==> config.mk <==
export PLATFORM = sky130hd
export DESIGN_NAME = lcem_monitor
export DESIGN_NICKNAME = d
export VERILOG_FILES = /design/src/hdl/lcem_pkg.sv /design/src/hdl/lcem_credit_pool.sv /design/src/hdl/lcem_monitor.sv
export SDC_FILE = /design/constraint.sdc
export NUM_CORES = 1
export LEC_CHECK = 0
export BUFFER_PORTS_ARGS = -buffer_cell sky130_fd_sc_hd__buf_2
export CAP_MARGIN = 20
export CORE_MARGIN = 3
export CORE_UTILIZATION = 30
export DETAILED_ROUTE_END_ITERATION = 6
export GPL_TIMING_DRIVEN = 0
export SYNTH_ARGS = -nofsm -noshare
export SYNTH_HDL_FRONTEND = slang
export SYNTH_SLANG_ARGS = --single-unit
==> constraint.sdc <==
create_clock -name ref_clk -period 8.55 [get_ports ref_clk]
set_input_delay 2.1375 -clock ref_clk [delete_from_list [all_inputs] [get_ports ref_clk]]
set_output_delay 2.1375 -clock ref_clk [all_outputs]
set_load 0.02 [all_outputs]
==> src/hdl/lcem_pkg.sv <==
`default_nettype none

package lcem_pkg;

   // Register map, byte addresses on a 12-bit APB address.
   localparam logic [11:0] OFF_CTRL    = 12'h000;
   localparam logic [11:0] OFF_CNT_LO  = 12'h004;
   localparam logic [11:0] OFF_CNT_HI  = 12'h008;
   localparam logic [11:0] OFF_STATUS  = 12'h00c;

   // Control register fields.
   localparam int          CTRL_EV_LSB  = 0;
   localparam int          CTRL_UM_LSB  = 8;
   localparam int          CTRL_CLR_BIT = 17;
   localparam int          CTRL_EN_BIT  = 22;
   localparam logic [7:0]  EV_RST       = 8'h00;
   localparam logic [7:0]  UM_RST       = 8'h00;

   // Status register fields.
   localparam int          STAT_EMPTY_LSB  = 0;
   localparam int          STAT_SHARED_LSB = 8;

   // Event codes.
   localparam logic [7:0]  EV_RES_USE   = 8'h5c;
   localparam logic [7:0]  EV_RES_EMPTY = 8'h5e;
   localparam logic [7:0]  EV_WB_PEND   = 8'h7d;
   localparam logic [7:0]  EV_WB_CMP    = 8'h7e;
   localparam logic [7:0]  EV_PREFETCH  = 8'h61;

   // Occupancy compare mask layout: three bits per network, top bit both-nonzero.
   localparam int          UM_CMP_STRIDE  = 4;
   localparam int          UM_BOTH_NZ_BIT = 7;

   // Message classes of the second virtual network, in unit-mask bit order.
   localparam int          CLASS_N   = 6;
   localparam int          CLS_W     = 3;
   localparam logic [2:0]  CLS_HOME  = 3'h0;
   localparam logic [2:0]  CLS_SNOOP = 3'h1;
   localparam logic [2:0]  CLS_RSPA  = 3'h2;
   localparam logic [2:0]  CLS_RSPD  = 3'h3;
   localparam logic [2:0]  CLS_COH   = 3'h4;
   localparam logic [2:0]  CLS_NCB   = 3'h5;

   // Widths and reset values.
   localparam int          CNT_W      = 48;
   localparam int          CNT_HI_W   = 16;
   localparam int          FLIT_W     = 4;
   localparam int          SHARED_W   = 7;
   localparam int          RES_W      = 2;
   localparam int          OCC_W      = 6;
   localparam int          VN_N       = 2;
   localparam int          PEND_N     = 8;
   localparam int          PF_N       = 7;
   localparam logic [6:0]  SHARED_RST = 7'h40;
   localparam logic [1:0]  RES_RST    = 2'h2;

   typedef struct packed {
      logic              valid;
      logic [CLS_W-1:0]  cls;
      logic [FLIT_W-1:0] flits;
   } lcem_req_s;

   typedef struct packed {
      logic                valid;
      logic [SHARED_W-1:0] count;
   } lcem_ret_s;

   typedef struct packed {
      logic             valid;
      logic             granted;
      logic             reserved;
      logic [CLS_W-1:0] cls;
   } lcem_grant_s;

   typedef struct packed {
      logic [VN_N-1:0][OCC_W-1:0] rtOcc;
      logic [VN_N-1:0][OCC_W-1:0] localOcc;
   } lcem_wbocc_s;

endpackage : lcem_pkg

`default_nettype wire

==> src/hdl/lcem_credit_pool.sv <==
`default_nettype none

module lcem_credit_pool (
   // Clock and reset.
   input  wire logic                                    ref_clk,
   input  wire logic                                    sys_rst,
   // Offers and credit returns.
   input  wire lcem_pkg::lcem_req_s                     creditReq,
   input  wire lcem_pkg::lcem_ret_s                     sharedRet,
   input  wire logic [lcem_pkg::CLASS_N-1:0]            reservedRet,
   // Results.
   output var  lcem_pkg::lcem_grant_s                   creditGrant,
   output var  logic [lcem_pkg::CLASS_N-1:0]            reservedEmpty,
   output var  logic [lcem_pkg::SHARED_W-1:0]           sharedLevel
);

   typedef struct packed {
      logic [lcem_pkg::SHARED_W-1:0]                        shared;
      logic [lcem_pkg::CLASS_N-1:0][lcem_pkg::RES_W-1:0]    res;
      logic [lcem_pkg::CLASS_N-1:0]                         empty;
      lcem_pkg::lcem_grant_s                                grant;
   } lcem_pool_s;

   lcem_pool_s state_r;
   lcem_pool_s state_nxt;

   always_comb begin
      state_nxt = state_r;
      state_nxt.grant = '0;
      if (sharedRet.valid) begin
         state_nxt.shared = state_r.shared + sharedRet.count;
      end
      for (int c = 0; c < lcem_pkg::CLASS_N; c++) begin
         if (reservedRet[c]) begin
            state_nxt.res[c] = state_r.res[c] + lcem_pkg::RES_W'(1);
         end
      end
      if (creditReq.valid) begin
         state_nxt.grant.valid = 1'b1;
         state_nxt.grant.cls   = creditReq.cls;
         // Shared pool first, one credit per remote flit buffer.
         if (lcem_pkg::SHARED_W'(creditReq.flits) <= state_nxt.shared) begin //RULE_02
            state_nxt.grant.granted = 1'b1;
            state_nxt.shared = state_nxt.shared - lcem_pkg::SHARED_W'(creditReq.flits); //RULE_03
         end else if (int'(creditReq.cls) < lcem_pkg::CLASS_N) begin
            // Each class owns its own reserved entries, so one starved class
            // cannot block another.
            if (state_nxt.res[creditReq.cls] != '0) begin //RULE_05
               state_nxt.grant.granted  = 1'b1;
               state_nxt.grant.reserved = 1'b1;
               // A single reserved credit covers all buffers of the transfer.
               state_nxt.res[creditReq.cls] = state_nxt.res[creditReq.cls] //RULE_04
                                            - lcem_pkg::RES_W'(1);
            end
         end
      end
      for (int c = 0; c < lcem_pkg::CLASS_N; c++) begin
         state_nxt.empty[c] = (state_nxt.res[c] == '0);
      end
   end

   always_ff @(posedge ref_clk or posedge sys_rst) begin
      if (sys_rst) begin
         state_r.shared <= lcem_pkg::SHARED_RST;
         state_r.res    <= {lcem_pkg::CLASS_N{lcem_pkg::RES_RST}};
         state_r.empty  <= '0;
         state_r.grant  <= '0;
      end else begin
         state_r <= state_nxt;
      end
   end

   assign creditGrant   = state_r.grant;
   assign reservedEmpty = state_r.empty;
   assign sharedLevel   = state_r.shared;

endmodule : lcem_credit_pool

`default_nettype wire

==> src/hdl/lcem_monitor.sv <==
// The placing of the registers and register access over APB were chosen for this implementation.
`default_nettype none

// What this block does
// RULE_01: Count reserved-pool credit uses under code 0x5c.
// RULE_02: Try shared pool first, reserved as fallback.
// RULE_03: Shared pool spends one credit per flit.
// RULE_04: Reserved pool spends one credit per transfer.
// RULE_05: Reserved entries kept separately per message class.
// RULE_06: Mask bits pick message classes for credit events.
// RULE_07: Count cycles reserved credits empty under 0x5e.
// RULE_08: Prefetch mask bit0 counts arrivals.
// RULE_09: Prefetch mask bit1 counts bypass path.
// RULE_10: Prefetch bits2,3 count arbitration requests and losses.
// RULE_11: Prefetch bit4 counts non-bypass flit slotting.
// RULE_12: Prefetch bit5 counts age drops.
// RULE_13: Prefetch bit6 counts queue-full overwrite drops.
// RULE_14: Enabled mask conditions combine as logical OR.
// RULE_15: Compare writeback occupancies, optional both-nonzero qualifier.
// RULE_16: Count outstanding writeback kinds per network.
module lcem_monitor (
   // Clock and reset.
   input  wire logic                                 ref_clk,
   input  wire logic                                 sys_rst,
   // APB slave.
   input  wire logic                                 psel,
   input  wire logic                                 penable,
   input  wire logic                                 pwrite,
   input  wire logic [11:0]                          paddr,
   input  wire logic [31:0]                          pwdata,
   output var  logic [31:0]                          prdata,
   output var  logic                                 pready,
   output var  logic                                 pslverr,
   // Link credit offers and returns.
   input  wire lcem_pkg::lcem_req_s                  creditReq,
   input  wire lcem_pkg::lcem_ret_s                  sharedRet,
   input  wire logic [lcem_pkg::CLASS_N-1:0]         reservedRet,
   output var  lcem_pkg::lcem_grant_s                creditGrant,
   output var  logic [lcem_pkg::CLASS_N-1:0]         reservedEmpty,
   // Writeback and prefetch event sources.
   input  wire lcem_pkg::lcem_wbocc_s                wbOcc,
   input  wire logic [lcem_pkg::PEND_N-1:0]          wbPending,
   input  wire logic [lcem_pkg::PF_N-1:0]            prefetchEv
);

   typedef struct packed {
      logic [7:0]                 evCode;
      logic [7:0]                 umask;
      logic                       enable;
      logic [lcem_pkg::CNT_W-1:0] count;
      logic [31:0]                prdata;
      logic                       pready;
      logic                       pslverr;
   } lcem_mon_s;

   lcem_mon_s                      state_r;
   lcem_mon_s                      state_nxt;
   lcem_pkg::lcem_grant_s          grantInt;
   logic [lcem_pkg::CLASS_N-1:0]   emptyInt;
   logic [lcem_pkg::SHARED_W-1:0]  sharedLevel;
   logic                           useHit;
   logic                           emptyHit;
   logic                           cmpHit;
   logic                           pendHit;
   logic                           pfHit;
   logic                           eventHit;

   lcem_credit_pool u_pool (
      .ref_clk       (ref_clk),
      .sys_rst       (sys_rst),
      .creditReq     (creditReq),
      .sharedRet     (sharedRet),
      .reservedRet   (reservedRet),
      .creditGrant   (grantInt),
      .reservedEmpty (emptyInt),
      .sharedLevel   (sharedLevel)
   );

   // Event qualification from the selected code and its unit mask.
   always_comb begin
      logic [lcem_pkg::CLASS_N-1:0] clsSel;
      logic                         gt;
      logic                         eq;
      logic                         lt;
      logic                         bothNz;
      logic                         qual;
      clsSel = '0;
      gt     = 1'b0;
      eq     = 1'b0;
      lt     = 1'b0;
      bothNz = 1'b0;
      qual   = 1'b0;
      cmpHit = 1'b0;
      // Mask bit n selects class n for both credit events.
      if (int'(grantInt.cls) < lcem_pkg::CLASS_N) begin
         clsSel[grantInt.cls] = 1'b1; //RULE_06
      end
      useHit   = grantInt.valid && grantInt.granted && grantInt.reserved //RULE_01
               && ((clsSel & state_r.umask[lcem_pkg::CLASS_N-1:0]) != '0);
      emptyHit = (emptyInt & state_r.umask[lcem_pkg::CLASS_N-1:0]) != '0; //RULE_07
      for (int v = 0; v < lcem_pkg::VN_N; v++) begin
         gt     = wbOcc.rtOcc[v] > wbOcc.localOcc[v]; //RULE_15
         eq     = wbOcc.rtOcc[v] == wbOcc.localOcc[v];
         lt     = wbOcc.rtOcc[v] < wbOcc.localOcc[v];
         bothNz = (wbOcc.rtOcc[v] != '0) && (wbOcc.localOcc[v] != '0);
         qual   = !state_r.umask[lcem_pkg::UM_BOTH_NZ_BIT] || bothNz;
         cmpHit = cmpHit || (qual
                  && ((state_r.umask[v*lcem_pkg::UM_CMP_STRIDE]     && gt)
                  ||  (state_r.umask[v*lcem_pkg::UM_CMP_STRIDE + 1] && eq)
                  ||  (state_r.umask[v*lcem_pkg::UM_CMP_STRIDE + 2] && lt)));
      end
      pendHit = (wbPending & state_r.umask) != '0; //RULE_16
      // Bits 0..6 are arrival, bypass, request, loss, slotted, aged, overwrite.
      pfHit   = (prefetchEv[0] && state_r.umask[0]) //RULE_08
             || (prefetchEv[1] && state_r.umask[1]) //RULE_09
             || ((prefetchEv[3:2] & state_r.umask[3:2]) != '0) //RULE_10
             || (prefetchEv[4] && state_r.umask[4]) //RULE_11
             || (prefetchEv[5] && state_r.umask[5]) //RULE_12
             || (prefetchEv[6] && state_r.umask[6]); //RULE_13
      unique case (state_r.evCode)
         lcem_pkg::EV_RES_USE:   eventHit = useHit;
         lcem_pkg::EV_RES_EMPTY: eventHit = emptyHit;
         lcem_pkg::EV_WB_CMP:    eventHit = cmpHit;
         lcem_pkg::EV_WB_PEND:   eventHit = pendHit;
         lcem_pkg::EV_PREFETCH:  eventHit = pfHit; //RULE_14
         default:                eventHit = 1'b0;
      endcase
   end

   // Register file and counter.
   always_comb begin
      logic setup;
      logic access;
      setup  = psel && !penable;
      access = psel && penable && state_r.pready;
      state_nxt = state_r;
      state_nxt.pready  = 1'b0;
      state_nxt.pslverr = 1'b0;
      if (state_r.enable && eventHit) begin
         state_nxt.count = state_r.count + lcem_pkg::CNT_W'(1);
      end
      // Access is decoded in the setup cycle; the answer comes one cycle later.
      if (setup) begin
         state_nxt.pready = 1'b1;
         state_nxt.prdata = '0;
         unique case (paddr)
            lcem_pkg::OFF_CTRL: begin
               state_nxt.prdata[lcem_pkg::CTRL_EV_LSB +: 8] = state_r.evCode;
               state_nxt.prdata[lcem_pkg::CTRL_UM_LSB +: 8] = state_r.umask;
               state_nxt.prdata[lcem_pkg::CTRL_EN_BIT]      = state_r.enable;
            end
            lcem_pkg::OFF_CNT_LO: begin
               state_nxt.prdata = state_r.count[31:0];
            end
            lcem_pkg::OFF_CNT_HI: begin
               state_nxt.prdata[lcem_pkg::CNT_HI_W-1:0] = state_r.count[lcem_pkg::CNT_W-1:32];
            end
            lcem_pkg::OFF_STATUS: begin
               state_nxt.prdata[lcem_pkg::STAT_EMPTY_LSB +: lcem_pkg::CLASS_N] = emptyInt;
               state_nxt.prdata[lcem_pkg::STAT_SHARED_LSB +: lcem_pkg::SHARED_W] = sharedLevel;
            end
            default: begin
               state_nxt.pslverr = 1'b1;
            end
         endcase
      end
      // A software write to a counter half overrides a same-cycle increment in that half only.
      if (access && pwrite && !state_r.pslverr) begin
         unique case (paddr)
            lcem_pkg::OFF_CTRL: begin
               state_nxt.evCode = pwdata[lcem_pkg::CTRL_EV_LSB +: 8];
               state_nxt.umask  = pwdata[lcem_pkg::CTRL_UM_LSB +: 8];
               state_nxt.enable = pwdata[lcem_pkg::CTRL_EN_BIT];
               if (pwdata[lcem_pkg::CTRL_CLR_BIT]) begin
                  state_nxt.count = '0;
               end
            end
            lcem_pkg::OFF_CNT_LO: begin
               state_nxt.count[31:0] = pwdata;
            end
            lcem_pkg::OFF_CNT_HI: begin
               state_nxt.count[lcem_pkg::CNT_W-1:32] = pwdata[lcem_pkg::CNT_HI_W-1:0];
            end
            default: begin
               state_nxt.count = state_nxt.count;
            end
         endcase
      end
   end

   always_ff @(posedge ref_clk or posedge sys_rst) begin
      if (sys_rst) begin
         state_r.evCode  <= lcem_pkg::EV_RST;
         state_r.umask   <= lcem_pkg::UM_RST;
         state_r.enable  <= 1'b0;
         state_r.count   <= '0;
         state_r.prdata  <= '0;
         state_r.pready  <= 1'b0;
         state_r.pslverr <= 1'b0;
      end else begin
         state_r <= state_nxt;
      end
   end

   assign prdata        = state_r.prdata;
   assign pready        = state_r.pready;
   assign pslverr       = state_r.pslverr;
   assign creditGrant   = grantInt;
   assign reservedEmpty = emptyInt;

endmodule : lcem_monitor

`default_nettype wire

==> results by group, run 1 <==
Status
  • Run status: completed

Yosys
  • Synth Warn #: 0
  • Count leader, synth: dfrtp_1
  • Post-synthesis simple-gate area fraction: 0.225
  • Synth Area per Inst: 9.54 µm²
  • XOR/XNOR Fraction of Synth Area: 0.0231
  • Post-synthesis sequential area ratio: 0.374
  • Yosys top cell by area: dfrtp_1
  • Mapped Area: 0.00871 mm²
  • EDFF count, synth: 0
  • Fraction of registers with async set or reset after synthesis: 1.00
  • Register bit total from synthesis: 130
  • Library cells used by synthesis: 73
  • Post-synthesis cell count: 913
  • Multiplexer share of the synthesized area: 0.105
  • Synth Flop Type: dfrtp_1
  • Synth top cells by count: 123 x dfrtp_1, 88 x nand2_1, 69 x nand3_1, 44 x buf_4, 38 x inv_1
  • Post-synthesis compound-gate area fraction: 0.155
  • Syn nets: 1049
  • Synth top area share: 0.353
  • Synth area leaders: dfrtp_1 35%, nand3_1 4.0%, buf_4 3.8%, nand2_1 3.8%, ha_1 3.4%
  • Post-Synth Adder-Cell Area: 0.0391
  • Main combinational cell family by area after synthesis: simple AND/OR/NAND/NOR gates

STA
  • Max Clk Rate: 0.195 GHz
  • Actual slew at the worst max-slew pin: 0.951 ns
  • Hold Vio Cnt, Final: 0
  • Final period utilization: 0.600
  • Slew Viols, Final: 0
  • Unrepaired setup endpoints after global routing: false
  • Fin Setup TNS: 0 ns
  • Rel. slew slack: 0.361
  • Crit path time final: 5.13 ns
  • Setup violators final: 0
  • Clk_skew: 0.0107 ns

Power
  • PwrDens: 211 mW/mm²
  • Max VDD drop: 0.113 mV
  • Leakage: 4.66 nW
  • Pwr Total: 2.24 mW

Setup path
  • Worst Setup SP: sharedRet[0]
  • Critical path peak fanout: 10
  • Register-to-Register Path Depth: 12
  • End point of the critical path: u_pool.reservedEmpty[4]
  • WP data required: 8.87 ns
  • R2R Setup Slk: 4.79 ns
  • Element type at the critical path start: input pin
  • Setup Crit Path Kind: input pin to flop
  • R2R Path End: u_pool.reservedEmpty[4]
  • CP endpoint kind: flop
  • Worst R2R Start: u_pool.sharedLevel[0]
  • Critical Path AT: 5.45 ns

Floorplan
  • Initial core utilization: 0.309
  • Die ar.: 0.0311 mm²
  • Overall die height: 176 µm
  • Die X: 176 µm
  • Io pins: 156
  • Core area: 0.0282 mm²
  • Row count: 61

Clock network
  • Clock slew at reported path FFs: 0.06 ns
  • CTS tree: built
  • Setup Buffers After CTS: 0
  • Total CTS buffers: 17
  • Sink Count: 130
  • H-tree levels: 4
  • CTS resizes: 0
  • Worst-skew pair later-pin latency: 0.42 ns
  • Clock buffer depth: 2
  • CTS Hold Bufs: 0
  • CTS root buffer: clkbuf_16

Layout
  • Final design utilization: 0.376
  • Fillcell total: 2848
  • Net count, final: 1222
  • Fraction of layout cells with a size suffix above 1: 0.278
  • Area Growth Syn to Fin: 21.6%

Hold path
  • HP Class: flop to flop

Global route
  • First-pass GRT wire length: 43600 µm
  • Total grt overflow: 0
  • Number of global-route vias before repair: 7542
  • Met2 usage: 0.290
  • Busiest grt layer: met2
  • Met1 Track Usage GR: 0.249
  • Initial antenna violation count: 0
  • Gr usage total: 0.179
  • Met3 usage: 0.0308
  • Largest net degree at the start of global routing: 75

Route
  • Router iterations before antenna repair: 5
  • DR WL/cell: 19.0 µm
  • Vias/cell: 5.37
  • DR iter-0 viols: 682
  • Routed Antenna Nets: 0
  • Total wire length: 28000 µm
  • Drt drc: 0
  • Total number of vias: 7935

Job
  • Max_cap viols: 0

Placed design
  • Placer Congestion: 0.975
  • Port bufs: 152
  • DP HPWL: 21700 µm
## worst min path at each step
| stage | depth (start not counted) | startpoint | slack, ns | end |
|---|---|---|---|---|
| after floorplan | 2 | prdata[22] | 0.44 | prdata[22] |
| after global placement | 2 | prdata[7] | 0.47 | prdata[7] |
| after detailed placement | 2 | prdata[22] | 0.47 | prdata[22] |
| after CTS | 2 | prdata[8] | 0.49 | prdata[8] |
| after global routing | 2 | prdata[8] | 0.50 | prdata[8] |
| final | 2 | prdata[8] | 0.48 | prdata[8] |
## per-layer routing
metal  wire, µm  part of all wire
met1      12700              0.45
met2      13100              0.47
met3       1680             0.060
met4        504             0.018
met5          0                 0
## layout make-up
class                      instances  area, µm²  area share
antenna                            1       2.50    0.000236
buffer                            92        534      0.0504
clock buffer                      18        429      0.0405
clock inverter                    14        178      0.0168
inverter                          38        148      0.0139
multi-input combinational        653       4770       0.451
sequential                       130       3260       0.308
tap                              378        473      0.0446
timing repair buffer             154        793      0.0749
## metrics by stage
stage	setup WS (ns)	hold WS [ns]	std cells	instance area [µm²]
final	3.42	0.481	1478	10600
after global routing	3.16	0.504	1477	10600
after CTS	3.44	0.487	1477	10600
after detailed placement	3.02	0.469	1445	9980
after global placement	1.15	0.468	1443	9950
after floorplan	2.95	0.444	913	8710
## worst max-delay path, cell delays in order
cell	delay [ns]
buf_2	0.10
ha_1	0.22
fa_1	0.43
mux2_2	0.32
ha_1	0.29
nor2b_1	0.13
o21ai_0	0.19
a21boi_0	0.15
a211oi_1	0.29
nand4b_1	0.15
buf_2	0.22
nor3_1	0.51
mux2i_1	0.32
## flip-flops by register name (all words and copies together), names as in the netlist
| signal | cells |
|---|---|
| pready | 1 |
| pslverr | 1 |
| u_pool.creditGrant | 6 |
| u_pool.state_r | 12 |
| state_r | 65 |
| prdata | 32 |
| u_pool.sharedLevel | 7 |
| u_pool.reservedEmpty | 6 |
## layout by cell type (no fill, tap or decap), drive strengths merged, types with 21 or more instances in the layout
cell type	synthesis	routed
a32oi	26	26
buf	57	211
clkbuf	35	53
dfrtp	123	123
ha	24	24
inv	38	42
mux2	24	24
mux2i	30	30
nand2	88	88
nand3	70	70
nand4	33	33
nor2	34	34
nor3	37	37
o21ai	31	31
or4	21	21
## kinds of logic (layout without fill, tap and decap cells)
kind of cell | after synthesis | in the layout
xor gates and xnor gates | 23 | 23
buffers and inverters | 130 | 316
adders and majority gates | 26 | 26
muxes | 69 | 69
DFF | 130 | 130
AOI/OAI and AO/OA | 174 | 174
other | 0 | 1
and+or+nand+nor | 361 | 361
## power by group
| part | internal, mW | switching, mW |
|---|---|---|
| registers | 0.705 | 0.0913 |
| logic | 0.306 | 0.371 |
| clock network | 0.462 | 0.300 |
| total | 1.47 | 0.762 |
No activity file was read; power rests on OpenSTA's default activity.
==> run 2: changes to the inputs <==
--- a/config.mk
+++ b/config.mk
@@ -5,6 +5,7 @@
 export SDC_FILE = /design/constraint.sdc
 export NUM_CORES = 1
 export LEC_CHECK = 0
+export ABC_AREA = 1
 export BUFFER_PORTS_ARGS = -buffer_cell sky130_fd_sc_hd__buf_2
 export CAP_MARGIN = 20
 export CORE_MARGIN = 3
==> constraint.sdc (replaced) <==
create_clock -name ref_clk -period 5.1 [get_ports ref_clk]
set_input_delay 1.275 -clock ref_clk [delete_from_list [all_inputs] [get_ports ref_clk]]
set_output_delay 1.275 -clock ref_clk [all_outputs]
set_load 0.02 [all_outputs]
==> run 2 against run 1 <==
Net effect: core utilization shrank 0.47 points; total power is 54% higher; final cell count is 28% higher; setup slack got worse by 2.1 ns; largest cell class unchanged.
==> results by group, run 2 <==
Setup path
  • Setup Crit Path Kind: input pin to flop
  • Critical Path AT: 4.11 ns
  • Element type at the critical path start: input pin
  • R2R Setup Slk: 1.91 ns
  • Most used cell, CP: nand2_1
  • Crit-path max cell delay: 0.44 ns
  • CP endpoint kind: flop
  • CP max-delay cell: fa_1
  • Cells along the critical path: buf_2 -> ha_1 -> fa_1 -> a21oi_1 -> o21ai_0 -> o21ai_0 -> ha_1 -> a21oi_1 -> nand2_1 -> nand2_1 -> nand2_1 -> nor2_2 -> nand2_2 -> nor2_4 -> nand2_4 -> inv_4 -> buf_12 -> nand2_4 -> nand2_1 -> o21ai_2 -> nor2_2
  • Critical path peak fanout: 10
  • WP data required: 5.46 ns

Global route
  • Gr usage total: 0.199
  • Total grt overflow: 0
  • Initial antenna violation count: 5
  • Largest net degree at the start of global routing: 72
  • Number of global-route vias before repair: 9327
  • First-pass GRT wire length: 51500 µm

Floorplan
  • Core area: 0.0300 mm²
  • Initial core utilization: 0.309
  • Overall die height: 182 µm
  • Io pins: 156
  • Die X: 182 µm
  • Die ar.: 0.0330 mm²
  • Row count: 63

STA
  • Hold Vio Cnt, Final: 0
  • Crit path time final: 3.75 ns
  • Max Clk Rate: 0.267 GHz
  • Slew Viols, Final: 0
  • Clk_skew: 0.0151 ns
  • Setup violators final: 0
  • Unrepaired setup endpoints after global routing: false
  • Final period utilization: 0.736
  • Rel. slew slack: 0.414
  • Setup WS post-layout: 1.35 ns
  • Actual slew at the worst max-slew pin: 0.875 ns

Clock network
  • CTS tree: built
  • Worst-skew pair later-pin latency: 0.43 ns
  • CTS Hold Bufs: 0
  • H-tree levels: 4
  • Sink Count: 130
  • Clock slew at reported path FFs: 0.07 ns
  • Clock buffer depth: 2
  • CTS resizes: 0
  • Total CTS buffers: 17
  • CTS root buffer: clkbuf_16
  • Setup Buffers After CTS: 0

Yosys
  • Post-synthesis sequential area ratio: 0.352
  • Synth area leaders: dfrtp_1 33%, nand2_1 16%, nand3_1 7.2%, inv_1 6.6%, buf_4 3.8%
  • Library cells used by synthesis: 49
  • XOR/XNOR Fraction of Synth Area: 0.0227
  • Post-Synth Adder-Cell Area: 0.0367
  • Syn nets: 1457
  • Yosys top cell by area: dfrtp_1
  • Synth top cells by count: 387 x nand2_1, 163 x inv_1, 134 x nand3_1, 123 x dfrtp_1, 79 x nor2_1
  • Synth top area share: 0.332
  • EDFF count, synth: 0
  • Fraction of registers with async set or reset after synthesis: 1.00
  • Post-synthesis cell count: 1321
  • Synth Flop Type: dfrtp_1
  • Post-synthesis compound-gate area fraction: 0.0961
  • Post-synthesis simple-gate area fraction: 0.367
  • Synth Area per Inst: 7.02 µm²
  • Register bit total from synthesis: 130
  • Multiplexer share of the synthesized area: 0
  • Count leader, synth: nand2_1
  • Main combinational cell family by area after synthesis: simple AND/OR/NAND/NOR gates
  • Mapped Area: 0.00927 mm²
  • Synth Warn #: 0

Placed design
  • Place WS: 0.896 ns
  • Port bufs: 153
  • Placer Congestion: 0.994
  • Area after DPL: 0.0106 mm²
  • DP HPWL: 26600 µm

Layout
  • Largest register FFs: 65
  • Largest Register: state_r
  • Most frequent cells in the layout: 387 x nand2_1, 162 x inv_1, 162 x buf_2
  • Design area: 0.0112 mm²
  • Area Growth Syn to Fin: 20.3%
  • Biggest regs: state_r x65, prdata x32, u_pool.state_r x12
  • Fraction of layout cells with a size suffix above 1: 0.214
  • Net count, final: 1630
  • Most common cell after layout, fill and taps aside: nand2_1

Power
  • Leakage: 5.77 nW
  • PwrDens: 308 mW/mm²
  • Max VDD drop: 0.236 mV

Job
  • Max_cap viols: 0

Route
  • Router iterations before antenna repair: 6
  • Drt drc: 0
  • Total wire length: 33400 µm
  • Vias/cell: 5.06
  • Routed Antenna Nets: 0
  • DR iter-0 viols: 710
  • Total number of vias: 9604
  • DR WL/cell: 17.6 µm

Hold path
  • HP Class: flop to flop

Status
  • Run status: completed
run 2: cell types whose count changed in the layout (fill, tap and decap cells not counted), sizes merged, moves of 15 or more:
cell    before  now
mux4        15    0
or4         21    0
nand3       70  138
mux2i       30    0
nand2       88  405
a32oi       26    0
inv         42  181
nor2        34   99
o22ai        0   19
o21ai       31   95
clkbuf      53   34
mux2        24    0
a22o        16    0
run 2: report_power, final:
| part | switching (mW) | internal [mW] |
|---|---|---|
| logic | 0.571 | 0.358 |
| registers | 0.0788 | 1.16 |
| clock network | 0.537 | 0.738 |
run 2: worst paths after layout:
| path | from | end | depth (start not counted) |
|---|---|---|---|
| max reg2reg | u_pool.sharedLevel[0] | u_pool.reservedEmpty[3] | 20 |
| min | prdata[10] | prdata[10] | 2 |
| max in group asynchronous | sys_rst | u_pool.state_r[13] | 3 |
| max | sharedRet[0] | u_pool.reservedEmpty[3] | 21 |
| min reg2reg | prdata[10] | prdata[10] | 2 |
| min in group asynchronous | sys_rst | prdata[5] | 2 |
run 2: logic make-up (layout without fill, tap and decap cells):
group | count (synthesis) | count (layout)
fa+ha+maj | 26 | 26
flops | 130 | 130
compound gates | 156 | 156
other cells | 0 | 1
simple gates | 736 | 736
xor+xnor | 24 | 24
buf+inv | 249 | 435
run 2: cell type report:
class | count | area, µm²
antenna | 1 | 2.50
buffer | 76 | 512
clock buffer | 18 | 429
clock inverter | 14 | 168
fill | 3182 | 18900
inverter | 173 | 657
multi-input combinational | 942 | 4840
sequential | 130 | 3260
tap | 390 | 488
timing repair buffer | 154 | 793
run 2: critical path, delay by kind of cell:
family	cells	cell delay [ns]
AOI/OAI and AO/OA	5	0.61
adders and majority gates	3	1.02
buffers and inverters	3	0.30
and+or+nand+nor	10	0.90
run 2: routing by layer:
metal | global-route usage | part of all wire | vias up
met3 | 0.0335 | 0.067 | 95
met1 | 0.260 | 0.43 | 4486
li1 | - | - | 4634
met2 | 0.326 | 0.46 | 379
met5 | 0 | 0.0022 | -
met4 | 0.0798 | 0.040 | 10
run 2: through the flow:
step | power, mW | util | TNS, ns | hold WS (ns) | std cells
2_1_floorplan | 1.91 | - | 0 | 0.450 | 1321
3_3_place_gp | 2.17 | 0.350 | -176.56 | 0.469 | 1864
3_5_place_dp | 2.19 | 0.351 | 0 | 0.470 | 1865
4_1_cts | 3.46 | 0.371 | 0 | 0.488 | 1897
5_1_grt | 3.64 | 0.371 | 0 | 0.511 | 1897
6_report | 3.44 | 0.371 | 0 | 0.480 | 1898
